--- src/hw/uhft_pkg.sv ---
// Shared constants and carrier types for the frame timing and root hub block
// How it works
// RULE1 - A 14-bit down counter holds the bit times left in this frame
// RULE2 - Frame length comes from a 14-bit interval, applied only at the next SOF
// RULE3 - A 16-bit frame number counter is the shared timing reference
// RULE4 - Frame number steps by one per frame, wraps to zero, read only
// RULE5 - Driver software may extend the frame number to a 32-bit count
// RULE6 - A 14-bit periodic start value sets when periodic work may begin
// RULE7 - Once remaining time reaches periodic start, periodic work wins until frame end
// RULE8 - A low-speed threshold decides if an 8-byte low-speed packet still fits
// RULE9 - Low-speed start allowed only while remaining count is at least the threshold; the registered flag stays set for one cycle at threshold minus one
// RULE10 - Software writes zero to reserved bits and ignores their read value
// RULE11 - Driver supplies descriptor length, type and hub current itself
// RULE12 - Root hub description spans two registers; the first holds hardware fields
// RULE13 - Bits 31:24 give the power-on to power-good wait in 2 ms steps
// RULE14 - A descriptor bit tells whether over-current protection exists
// RULE15 - A descriptor bit tells whether ports are switched or always powered
// RULE16 - With no-power-switching set, every port is powered
// RULE17 - Otherwise the mode bit picks global or per-port switching
// RULE18 - Masks ignored in global mode; masked ports obey only per-port commands
package uhft_pkg;
   localparam int          PORTS              = 3;
   localparam logic [31:0] ADDR_FRAME_INTERVAL = 32'h4C000034;
   localparam logic [31:0] ADDR_FRAME_REMAIN  = 32'h4C000038;
   localparam logic [31:0] ADDR_FRAME_NUMBER  = 32'h4C00003C;
   localparam logic [31:0] ADDR_PERIODIC      = 32'h4C000040;
   localparam logic [31:0] ADDR_LS_THRESHOLD  = 32'h4C000044;
   localparam logic [31:0] ADDR_HUB_DESC_A    = 32'h4C000048;
   localparam logic [31:0] ADDR_POWER_CMD     = 32'h4C000060;
   localparam logic [31:0] ADDR_POWER_MASK    = 32'h4C000064;
   localparam logic [13:0] FRAME_INTERVAL_RST = 14'h2EDF;
   localparam logic [13:0] PERIODIC_RST       = 14'h0000;
   localparam logic [11:0] LS_THRESHOLD_RST   = 12'h628;
   localparam logic [7:0]  POWER_GOOD_RST     = 8'h02;
   localparam logic [7:0]  PORT_COUNT_VAL     = 8'h02;
   localparam int          POWER_GOOD_LSB     = 24;
   localparam int          NO_OVERCURRENT_PROTECTION_BIT           = 12;
   localparam int          OVERCURRENT_REPORT_MODE_BIT           = 11;
   localparam int          DT_BIT             = 10;
   localparam int          NPS_BIT            = 9;
   localparam int          PSM_BIT            = 8;
   localparam int          CMD_SET_GLOBAL     = 0;
   localparam int          CMD_CLR_GLOBAL     = 1;
   localparam int          CMD_SET_PORT_LSB   = 8;
   localparam int          CMD_CLR_PORT_LSB   = 16;

   typedef struct packed {
      logic [7:0] powerGoodWait;
      logic       noOvercurrentProtection;
      logic       overcurrentReportMode;
      logic       noPowerSwitching;
      logic       powerSwitchingMode;
   } uhft_hub_cfg_t;

   typedef struct packed {
      logic             setGlobal;
      logic             clrGlobal;
      logic [PORTS-1:0] setPort;
      logic [PORTS-1:0] clrPort;
   } uhft_pwr_cmd_t;

   typedef enum logic [1:0] {
      APB_IDLE   = 2'b01,
      APB_ACCESS = 2'b10
   } uhft_apb_state_t;
endpackage : uhft_pkg

--- src/hw/uhft_frame_timer.sv ---
// Frame remaining down counter and frame number counter
`timescale 1ns/10ps
module uhft_frame_timer (
   input  wire logic        mclk,
   input  wire logic        rst,
   input  wire logic [13:0] frameInterval,
   output logic      [13:0] frameRemaining,
   output logic      [15:0] frameNumber,
   output logic             sofPulse
);
   // Interval is sampled only at the wrap, so a mid-frame write waits
   always_ff @(posedge mclk) begin
      if (rst) begin
         frameRemaining <= uhft_pkg::FRAME_INTERVAL_RST;
         sofPulse       <= 1'b0;
      end else if (frameRemaining == 14'h0000) begin
         frameRemaining <= frameInterval; // [RULE2]
         sofPulse       <= 1'b1;
      end else begin
         frameRemaining <= frameRemaining - 14'h0001; // [RULE1]
         sofPulse       <= 1'b0;
      end
   end

   always_ff @(posedge mclk) begin
      if (rst) begin
         frameNumber <= 16'h0000;
      end else if (frameRemaining == 14'h0000) begin
         frameNumber <= frameNumber + 16'h0001; // [RULE3] [RULE4]
      end
   end
endmodule : uhft_frame_timer

--- src/hw/uhft_port_power.sv ---
// Port power state for each downstream port
`timescale 1ns/10ps
module uhft_port_power #(
   parameter int PORTS = uhft_pkg::PORTS
) (
   input  wire logic                   mclk,
   input  wire logic                   rst,
   input  wire logic                   noPowerSwitching,
   input  wire logic                   powerSwitchingMode,
   input  wire logic       [PORTS-1:0] powerMask,
   input  wire logic                   setGlobal,
   input  wire logic                   clrGlobal,
   input  wire logic       [PORTS-1:0] setPort,
   input  wire logic       [PORTS-1:0] clrPort,
   output logic            [PORTS-1:0] portPower
);
   genvar i;
   generate
      for (i = 0; i < PORTS; i++) begin : g_port
         always_ff @(posedge mclk) begin
            if (rst) begin
               portPower[i] <= 1'b0;
            end else if (noPowerSwitching) begin
               portPower[i] <= 1'b1; // [RULE16]
            end else if (powerSwitchingMode && powerMask[i]) begin
               // Masked port listens to its own command only
               if (setPort[i]) begin
                  portPower[i] <= 1'b1; // [RULE18]
               end else if (clrPort[i]) begin
                  portPower[i] <= 1'b0; // [RULE18]
               end
            end else begin
               if (setGlobal) begin
                  portPower[i] <= 1'b1; // [RULE17]
               end else if (clrGlobal) begin
                  portPower[i] <= 1'b0; // [RULE17]
               end
            end
         end
      end
   endgenerate
endmodule : uhft_port_power

--- src/hw/uhft_top.sv ---
// Frame timing and first root hub descriptor with APB register access
`timescale 1ns/10ps
module uhft_top (
   input  wire logic                       mclk,
   input  wire logic                       rst,
   input  wire logic                       psel,
   input  wire logic                       penable,
   input  wire logic                       pwrite,
   input  wire logic [31:0]                paddr,
   input  wire logic [31:0]                pwdata,
   output logic                            pready,
   output logic      [31:0]                prdata,
   output logic                            pslverr,
   output logic      [13:0]                frameRemaining,
   output logic      [15:0]                frameNumber,
   output logic                            sofPulse,
   output logic                            periodicPriority,
   output logic                            lowSpeedStartOk,
   output logic                            overcurrentProtected,
   output logic                            overcurrentPerPort,
   output logic      [uhft_pkg::PORTS-1:0] portPower
);
   localparam int P = uhft_pkg::PORTS;

   uhft_pkg::uhft_apb_state_t apbState;
   uhft_pkg::uhft_hub_cfg_t   hubCfg;
   uhft_pkg::uhft_pwr_cmd_t   powerCmd;
   uhft_pkg::uhft_pwr_cmd_t   next_powerCmd;
   logic [13:0]               frameInterval;
   logic [13:0]               periodicStart;
   logic [11:0]               lsThreshold;
   logic [P-1:0]              powerMask;
   logic [31:0]               next_prdata;
   logic                      next_slverr;
   logic                      wrEn;
   logic                      setupPhase;

   assign setupPhase = psel && !penable;
   // Writes land only on the edge where the access phase completes
   assign wrEn = psel && penable && pready && pwrite;

   // Bus phase tracking; one wait-free access cycle follows each setup
   always_ff @(posedge mclk) begin
      if (rst) begin
         apbState <= uhft_pkg::APB_IDLE;
      end else begin
         case (apbState)
            uhft_pkg::APB_IDLE: begin
               if (setupPhase) begin
                  apbState <= uhft_pkg::APB_ACCESS;
               end
            end
            uhft_pkg::APB_ACCESS: begin
               apbState <= uhft_pkg::APB_IDLE;
            end
            default: begin
               apbState <= uhft_pkg::APB_IDLE;
            end
         endcase
      end
   end

   // Ready and data are registered in setup so every output stays a flop
   always_ff @(posedge mclk) begin
      if (rst) begin
         pready  <= 1'b0;
         prdata  <= 32'h00000000;
         pslverr <= 1'b0;
      end else if (apbState == uhft_pkg::APB_IDLE && setupPhase) begin
         pready  <= 1'b1;
         prdata  <= pwrite ? 32'h00000000 : next_prdata;
         pslverr <= next_slverr;
      end else begin
         pready  <= 1'b0;
         prdata  <= 32'h00000000;
         pslverr <= 1'b0;
      end
   end

   // Read mux; reserved bits read as zero
   always_comb begin
      next_prdata = 32'h00000000;
      next_slverr = 1'b0;
      case (paddr)
         uhft_pkg::ADDR_FRAME_INTERVAL: next_prdata[13:0] = frameInterval;
         uhft_pkg::ADDR_FRAME_REMAIN:   next_prdata[13:0] = frameRemaining;
         uhft_pkg::ADDR_FRAME_NUMBER:   next_prdata[15:0] = frameNumber; // [RULE3]
         uhft_pkg::ADDR_PERIODIC:       next_prdata[13:0] = periodicStart;
         uhft_pkg::ADDR_LS_THRESHOLD:   next_prdata[11:0] = lsThreshold;
         uhft_pkg::ADDR_HUB_DESC_A: begin
            next_prdata[uhft_pkg::POWER_GOOD_LSB +: 8] = hubCfg.powerGoodWait; // [RULE12]
            next_prdata[uhft_pkg::NO_OVERCURRENT_PROTECTION_BIT] = hubCfg.noOvercurrentProtection; // [RULE14]
            next_prdata[uhft_pkg::OVERCURRENT_REPORT_MODE_BIT] = hubCfg.overcurrentReportMode;
            next_prdata[uhft_pkg::DT_BIT]   = 1'b0;
            next_prdata[uhft_pkg::NPS_BIT]  = hubCfg.noPowerSwitching; // [RULE15]
            next_prdata[uhft_pkg::PSM_BIT]  = hubCfg.powerSwitchingMode;
            next_prdata[7:0]                = uhft_pkg::PORT_COUNT_VAL;
         end
         uhft_pkg::ADDR_POWER_CMD:      next_prdata[P-1:0] = portPower;
         uhft_pkg::ADDR_POWER_MASK:     next_prdata[P-1:0] = powerMask;
         default:                       next_slverr = 1'b1;
      endcase
   end

   // A new interval is only held here; the timer picks it up at SOF
   always_ff @(posedge mclk) begin
      if (rst) begin
         frameInterval <= uhft_pkg::FRAME_INTERVAL_RST;
      end else if (wrEn && paddr == uhft_pkg::ADDR_FRAME_INTERVAL) begin
         frameInterval <= pwdata[13:0]; // [RULE2]
      end
   end

   always_ff @(posedge mclk) begin
      if (rst) begin
         periodicStart <= uhft_pkg::PERIODIC_RST;
      end else if (wrEn && paddr == uhft_pkg::ADDR_PERIODIC) begin
         periodicStart <= pwdata[13:0]; // [RULE6]
      end
   end

   always_ff @(posedge mclk) begin
      if (rst) begin
         lsThreshold <= uhft_pkg::LS_THRESHOLD_RST;
      end else if (wrEn && paddr == uhft_pkg::ADDR_LS_THRESHOLD) begin
         lsThreshold <= pwdata[11:0]; // [RULE8]
      end
   end

   // Device type and port count are fixed; the rest is software writable
   always_ff @(posedge mclk) begin
      if (rst) begin
         hubCfg.powerGoodWait           <= uhft_pkg::POWER_GOOD_RST;
         hubCfg.noOvercurrentProtection <= 1'b0;
         hubCfg.overcurrentReportMode   <= 1'b0;
         hubCfg.noPowerSwitching        <= 1'b0;
         hubCfg.powerSwitchingMode      <= 1'b0;
      end else if (wrEn && paddr == uhft_pkg::ADDR_HUB_DESC_A) begin
         hubCfg.powerGoodWait           <= pwdata[uhft_pkg::POWER_GOOD_LSB +: 8];
         hubCfg.noOvercurrentProtection <= pwdata[uhft_pkg::NO_OVERCURRENT_PROTECTION_BIT]; // [RULE14]
         hubCfg.overcurrentReportMode   <= pwdata[uhft_pkg::OVERCURRENT_REPORT_MODE_BIT];
         hubCfg.noPowerSwitching        <= pwdata[uhft_pkg::NPS_BIT]; // [RULE15]
         hubCfg.powerSwitchingMode      <= pwdata[uhft_pkg::PSM_BIT]; // [RULE17]
      end
   end

   always_ff @(posedge mclk) begin
      if (rst) begin
         powerMask <= '0;
      end else if (wrEn && paddr == uhft_pkg::ADDR_POWER_MASK) begin
         powerMask <= pwdata[P-1:0];
      end
   end

   // Power commands live for one cycle only
   always_comb begin
      next_powerCmd = '0;
      if (wrEn && paddr == uhft_pkg::ADDR_POWER_CMD) begin
         next_powerCmd.setGlobal = pwdata[uhft_pkg::CMD_SET_GLOBAL];
         next_powerCmd.clrGlobal = pwdata[uhft_pkg::CMD_CLR_GLOBAL];
         next_powerCmd.setPort   = pwdata[uhft_pkg::CMD_SET_PORT_LSB +: P];
         next_powerCmd.clrPort   = pwdata[uhft_pkg::CMD_CLR_PORT_LSB +: P];
      end
   end

   always_ff @(posedge mclk) begin
      if (rst) begin
         powerCmd <= '0;
      end else begin
         powerCmd <= next_powerCmd;
      end
   end

   // Comparator outputs lag the counter by one cycle
   always_ff @(posedge mclk) begin
      if (rst) begin
         periodicPriority <= 1'b0;
      end else if (sofPulse) begin
         periodicPriority <= 1'b0;
      end else if (frameRemaining <= periodicStart) begin
         periodicPriority <= 1'b1; // [RULE7]
      end
   end

   always_ff @(posedge mclk) begin
      if (rst) begin
         lowSpeedStartOk <= 1'b0;
      end else begin
         lowSpeedStartOk <= frameRemaining >= {2'b00, lsThreshold}; // [RULE9]
      end
   end

   always_ff @(posedge mclk) begin
      if (rst) begin
         overcurrentProtected <= 1'b0;
         overcurrentPerPort   <= 1'b0;
      end else begin
         overcurrentProtected <= !hubCfg.noOvercurrentProtection; // [RULE14]
         overcurrentPerPort   <= !hubCfg.noOvercurrentProtection
                                 && hubCfg.overcurrentReportMode;
      end
   end

   uhft_frame_timer u_timer (
      .mclk           (mclk),
      .rst            (rst),
      .frameInterval  (frameInterval),
      .frameRemaining (frameRemaining),
      .frameNumber    (frameNumber),
      .sofPulse       (sofPulse)
   );

   uhft_port_power #(
      .PORTS (P)
   ) u_power (
      .mclk               (mclk),
      .rst                (rst),
      .noPowerSwitching   (hubCfg.noPowerSwitching),
      .powerSwitchingMode (hubCfg.powerSwitchingMode),
      .powerMask          (powerMask),
      .setGlobal          (powerCmd.setGlobal),
      .clrGlobal          (powerCmd.clrGlobal),
      .setPort            (powerCmd.setPort),
      .clrPort            (powerCmd.clrPort),
      .portPower          (portPower)
   );
endmodule : uhft_top

--- config.mk ---
export PLATFORM = sky130hd
export DESIGN_NAME = uhft_top
export DESIGN_NICKNAME = d
export VERILOG_FILES = /design/src/hw/uhft_pkg.sv /design/src/hw/uhft_frame_timer.sv /design/src/hw/uhft_port_power.sv /design/src/hw/uhft_top.sv
export SDC_FILE = /design/constraint.sdc
export NUM_CORES = 1
export LEC_CHECK = 0
export BUFFER_PORTS_ARGS = -buffer_cell sky130_fd_sc_hd__buf_2
export CAP_MARGIN = 40
export CORE_MARGIN = 1
export CORE_UTILIZATION = 50
export CTS_CLUSTER_SIZE = 10
export DETAILED_ROUTE_END_ITERATION = 12
export PLACE_DENSITY = 0.75
export RECOVER_POWER = 25
export SLEW_MARGIN = 30
export SYNTH_ARGS = -nofsm -noshare
export SYNTH_HDL_FRONTEND = slang
export SYNTH_SLANG_ARGS = --single-unit
export TNS_END_PERCENT = 100
--- constraint.sdc ---
create_clock -name mclk -period 1.77 [get_ports mclk]
set_input_delay 0.177 -clock mclk [delete_from_list [all_inputs] [get_ports mclk]]
set_output_delay 0.177 -clock mclk [all_outputs]
set_load 0.005 [all_outputs]
After elaboration in Yosys (flattened, before gate mapping) --
Index checks and enable logic that the tools add are counted.
Operators by class: $add $sub $neg 2, order comparisons 2, eq/ne operators 12, muxes and demuxes 22, bitwise operators 5, reduce and logical (&&, ||, !) cells 32
Operator list (count):
- $eq 32x31->1 const B | 8
- $pmux 9 s6 | 1
- $pmux 3 s8 | 1
- $mux 1 | 17
- $add 16x1->16 const B | 1
- $logic_and 1x1->1 | 15
- $ge 14x12->1 | 1
- $le 14x14->1 | 1
- $logic_not 14->1 | 1
- $mux 14 | 1
- $sub 14x1->14 const B | 1
- $ne 4x4->1 const B | 3
- $reduce_bool 4->1 | 3
- $reduce_or 2->1 | 4
- $reduce_or 4->1 | 2
- $reduce_or 8->1 | 1
- $reduce_and 2->1 | 3
- $not 1->1 | 5
- $pmux 1 s5 | 1
- $pmux 1 s4 | 1
- $reduce_or 3->1 | 1
- $eq 2x1->1 const B | 1
- $logic_not 1->1 | 2
Storage, ports and cells: register bits 137, output and inout port bits 72

Logic depth before layout (Yosys ltp) --
depth after elaboration 6, mapped depth 8

Cells and area by module --
From an unflattened synthesis, not the netlist that was laid out.
Second synthesis, totals: cell total of the unflattened synthesis 667, area, all modules 6283.5 um^2
Modules (own cells, without submodules):
- uhft_top | times used 1, cells an instance 467, area an instance 4573.1 um^2, sequential area each 1901.8 um^2
- uhft_frame_timer | times used 1, cells an instance 180, area an instance 1540.2 um^2, sequential area each 620.6 um^2
- uhft_port_power | times used 1, cells an instance 20, area an instance 170.2 um^2, sequential area each 60.1 um^2

Worst setup path after synthesis --
No wires, ideal clock.
path kind reg2reg, start register u_timer.frameRemaining[2], end register u_timer.frameNumber[13], library setup time 70 ps, data arrival time 1777 ps, data required time 1700 ps, path slack -78 ps, cell stages (with the launch flop) 6, buffers on the path 0, path through dfxtp_1 -> nor4_4 -> nand3_1 -> or3_1 -> or3_1 -> a21oi_1
Between the ends: cells in the longest elaborated chain, start to end 1
RTL lines:
- from (decl) | line uhft_frame_timer.sv:7 | output logic [13:0] frameRemaining,
- from (signal assigned) | line uhft_frame_timer.sv:14 | frameRemaining <= uhft_pkg::FRAME_INTERVAL_RST;
- from (signal assigned) | line uhft_frame_timer.sv:17 | frameRemaining <= frameInterval;
- from (signal assigned) | line uhft_frame_timer.sv:20 | frameRemaining <= frameRemaining - 14'h0001;
- $logic_not 14->1 | line uhft_frame_timer.sv:28 | end else if (frameRemaining == 14'h0000) begin
- to (signal assigned) | line uhft_frame_timer.sv:29 | frameNumber <= frameNumber + 16'h0001;
- to (decl) | line uhft_frame_timer.sv:8 | output logic [15:0] frameNumber,
Every way passes these cells. A chain may end at the register's enable or synchronous reset.

Worst setup path in the final report --
start register u_timer.frameRemaining[4], end register u_timer.frameNumber[14]
Same word-level chain as after synthesis.

==> impl_metrics.yaml <==
critical_path:
  critPathLaunchType: "register"
  cp_data_arrival_time_ns: 2.12
  cp_max_fo: 9
  critPathCaptureType: "register"
  critPathKind: "register to register"
  required_ns: 2.06
detailed_routing:
  drtIter0Drc: 442
  vias: 6525
  ant_nets: 0
  drt-vias-per-instance: 5.71
  routed_wl_mm: 20.3
  routedWlPerCell_um: 17.8
  route.detailed.drc: 0
  drt-pass1-iter-count: 5
yosys:
  synth_area_per_cell_um2: 8.91
  synth_top_cell_by_area: "dfxtp_1"
  synth_cell_types: 61
  syn-cell-area_um2: 6670
  yosysSeqAreaShare_pct: 38.7
  synth_enable_flop_cells: 0
  synth_warnings: 0
  syn_inst: 748
  synth.top_cells.by_count: "dfxtp_1 (129), nor2_1 (72), inv_1 (40), mux2i_1 (37), a21oi_1 (34)"
  synth_ff_type: "dfxtp_1"
  yosysMostFrequentCell: "dfxtp_1"
  ys_seq_elements: 129
  synth_area_leaders: "dfxtp_1 (39%), mux2i_1 (5.6%), ha_1 (5.3%)"
  async_reset_ff_share_pct: 0
  synth_top_area_share_pct: 38.7
sta:
  slew_violations: 0
  setup_viol: 4
  final_hold_viol_count: 0
  fin_crit_sh_pct: 103
  min_period_ns: 1.82
  fmax_mhz: 549
  finClkSkew_ns: 0.00720
  rsz0062_at_grt: "true"
  hold_slack_ns: 0.0170
  postLayoutSetupSlackWorst_ns: -0.0511
clock_tree:
  numClockSinks: 129
  clockBufferDepth: 2
  cts_root_buffer: "clkbuf_16"
  path_clk_slew_ns: 0.06
  numCtsBuffers: 17
  htreeDepth: 4
  cts_tree: "built"
  insertion_delay_ns: 0.43
final_layout:
  stdcell_area_um2: 9100
  fin_nets: 1054
  drive_above_1_share_pct: 32.6
  area_growth_pct: 36.6
  final-instance-count-excl-fill: 1142
  diodes: 0
floorplanning:
  start_util_pct: 52.0
  dieArea_um2: 13800
  die_w_um: 117
  num_rows: 41
  core-area_um2: 12800
  ios: 141
  die_y_um: 117
job:
  maxCapViolCount: 0
grt:
  grt_max_degree: 100
  grt_first_pass_wirelength_mm: 31.6
  grt_pass1_vias: 6154
  grt_antenna_before_repair: 1
  grt_use_total_pct: 28.8
  gr-total-overflow: 0
power_and_ir_drop:
  combPwrFrac_pct: 6.2
  power_switching_uw: 1640
  power.density_nw_per_um2: 771
  clockPowerShare_pct: 52.1
  pwr-share-seq_pct: 41.6
  internal-power_uw: 5380
  p_sw_share_pct: 23.3
  total_power_uw: 7020
  p_leak_uw: 0.00368
  irDropWorstVdd_uv: 731
placement:
  preCtsSetupSlack_ns: -0.147
  io_buffers: 125
  place_hpwl_mm: 14.1
  placed_cells: 1100
  gp_congestion: 0.889
  post_dp_cell_area_um2: 8190
min_path:
  hold_path_class: "input port to register"
outcome:
  violations: "negative setup slack"
  outcome: "complete, but fails checks"
==> layer usage <==
metal	part of all wire (%)	track usage (%)
met5	0.064	0
met2	47	46.0
met4	2.4	11.4
met1	43	37.5
met3	8.4	6.98
==> registers in the layout, indices dropped and copies added, names as in the netlist <==
| name | cells |
|---|---|
| prdata | 24 |
| u_timer.frameNumber | 16 |
| frameInterval | 14 |
| periodicStart | 14 |
| u_timer.frameRemaining | 14 |
| hubCfg | 12 |
| lsThreshold | 12 |
| powerCmd | 8 |
| powerMask | 3 |
| u_power.portPower | 3 |
| apbState | 2 |
| lowSpeedStartOk | 1 |
| overcurrentPerPort | 1 |
| overcurrentProtected | 1 |
| periodicPriority | 1 |
| pready | 1 |
| pslverr | 1 |
| u_timer.sofPulse | 1 |
==> layout by cell type, fill, tap and decap left out, types with 6 or more instances in the layout <==
master / instances
a21o_1: 7
nor2_1: 70
nor4_4: 10
or4_1: 9
nand3b_1: 11
nor3_1: 23
mux2_2: 14
buf_12: 9
clkinv_4: 6
buf_4: 92
nor4_2: 6
mux2i_1: 37
dfxtp_1: 124
ha_1: 28
conb_1: 8
a31oi_1: 6
and2_1: 17
a22o_1: 14
clkbuf_1: 20
o31ai_1: 9
nand3_1: 27
a21oi_1: 32
a211oi_1: 11
nor2b_1: 8
buf_2: 104
clkbuf_16: 19
and3_1: 6
nand4_1: 16
nand2b_1: 29
inv_1: 40
nand2_1: 26
o21ai_0: 14
xnor2_1: 15
==> area by class of cell <==
cell class                 count  area [um^2]
tap                          172          215
timing repair buffer         234         1590
fill                        1018         3720
clock buffer                  18          439
clock inverter                14          183
multi-input combinational    535         3940
sequential                   129         2590
inverter                      40          150
==> metrics by stage <==
stage	setup TNS, ns	util (%)
floorplan	0	-
global placement	-2.54	63.9
detailed placement	-3.96	63.9
CTS	-0.0112	69.5
global route	-1.03	71.0
finish	-0.111	71.0
==> worst max-delay path, stage by stage (launching register included) <==
cell     delay (ns)
dfxtp_2        0.33
nor4_4         0.33
nand3_2        0.19
buf_4          0.24
nor4_1         0.46
o21ai_0        0.15
==> worst paths after layout <==
check | cells after the start | startpoint | endpoint | slack, ns
setup / recovery | 5 | u_timer.frameRemaining[4] | u_timer.frameNumber[14] | -0.05
hold / removal | 3 | pwdata[29] | hubCfg[9] | 0.02
setup reg to reg | 5 | u_timer.frameRemaining[4] | u_timer.frameNumber[14] | -0.05
hold reg to reg | 1 | hubCfg[9] | prdata[29] | 0.45
==> cells by family after synthesis <==
family | after synthesis | share of synthesized area (%)
other | 1 | 0.0563
buffers and inverters | 91 | 5.86
XOR/XNOR | 18 | 2.37
AND/OR/NAND/NOR | 300 | 26.1
adder cells (fa/ha/maj) | 28 | 5.26
AO/OA/AOI/OAI | 128 | 13.0
flip-flops | 129 | 38.7
multiplexers | 53 | 8.60
==> repair_timing <==
| action | in CTS | in global routing |
|---|---|---|
| pin swaps | 6 | 3 |
| hold buffers | 4 | 0 |
| gates resized for setup | 13 | 32 |
| hold endpoints to repair | 4 | 0 |
| cloned | 0 | 2 |
| setup buffers | 2 | 2 |
| endpoints found under the setup margin | 7 | 30 |
==> power by group through the flow <==
| stage | Clock [uW] | Combinational [uW] | Sequential (uW) |
|---|---|---|---|
| detailed placement | 0 | 420 | 2990 |
| floorplan | 0 | 220 | 2990 |
| finish | 3660 | 438 | 2920 |
| CTS | 3690 | 431 | 2920 |
| global route | 3820 | 472 | 2920 |
| global placement | 0 | 414 | 2990 |
No activity file was read; power rests on OpenSTA's default activity.
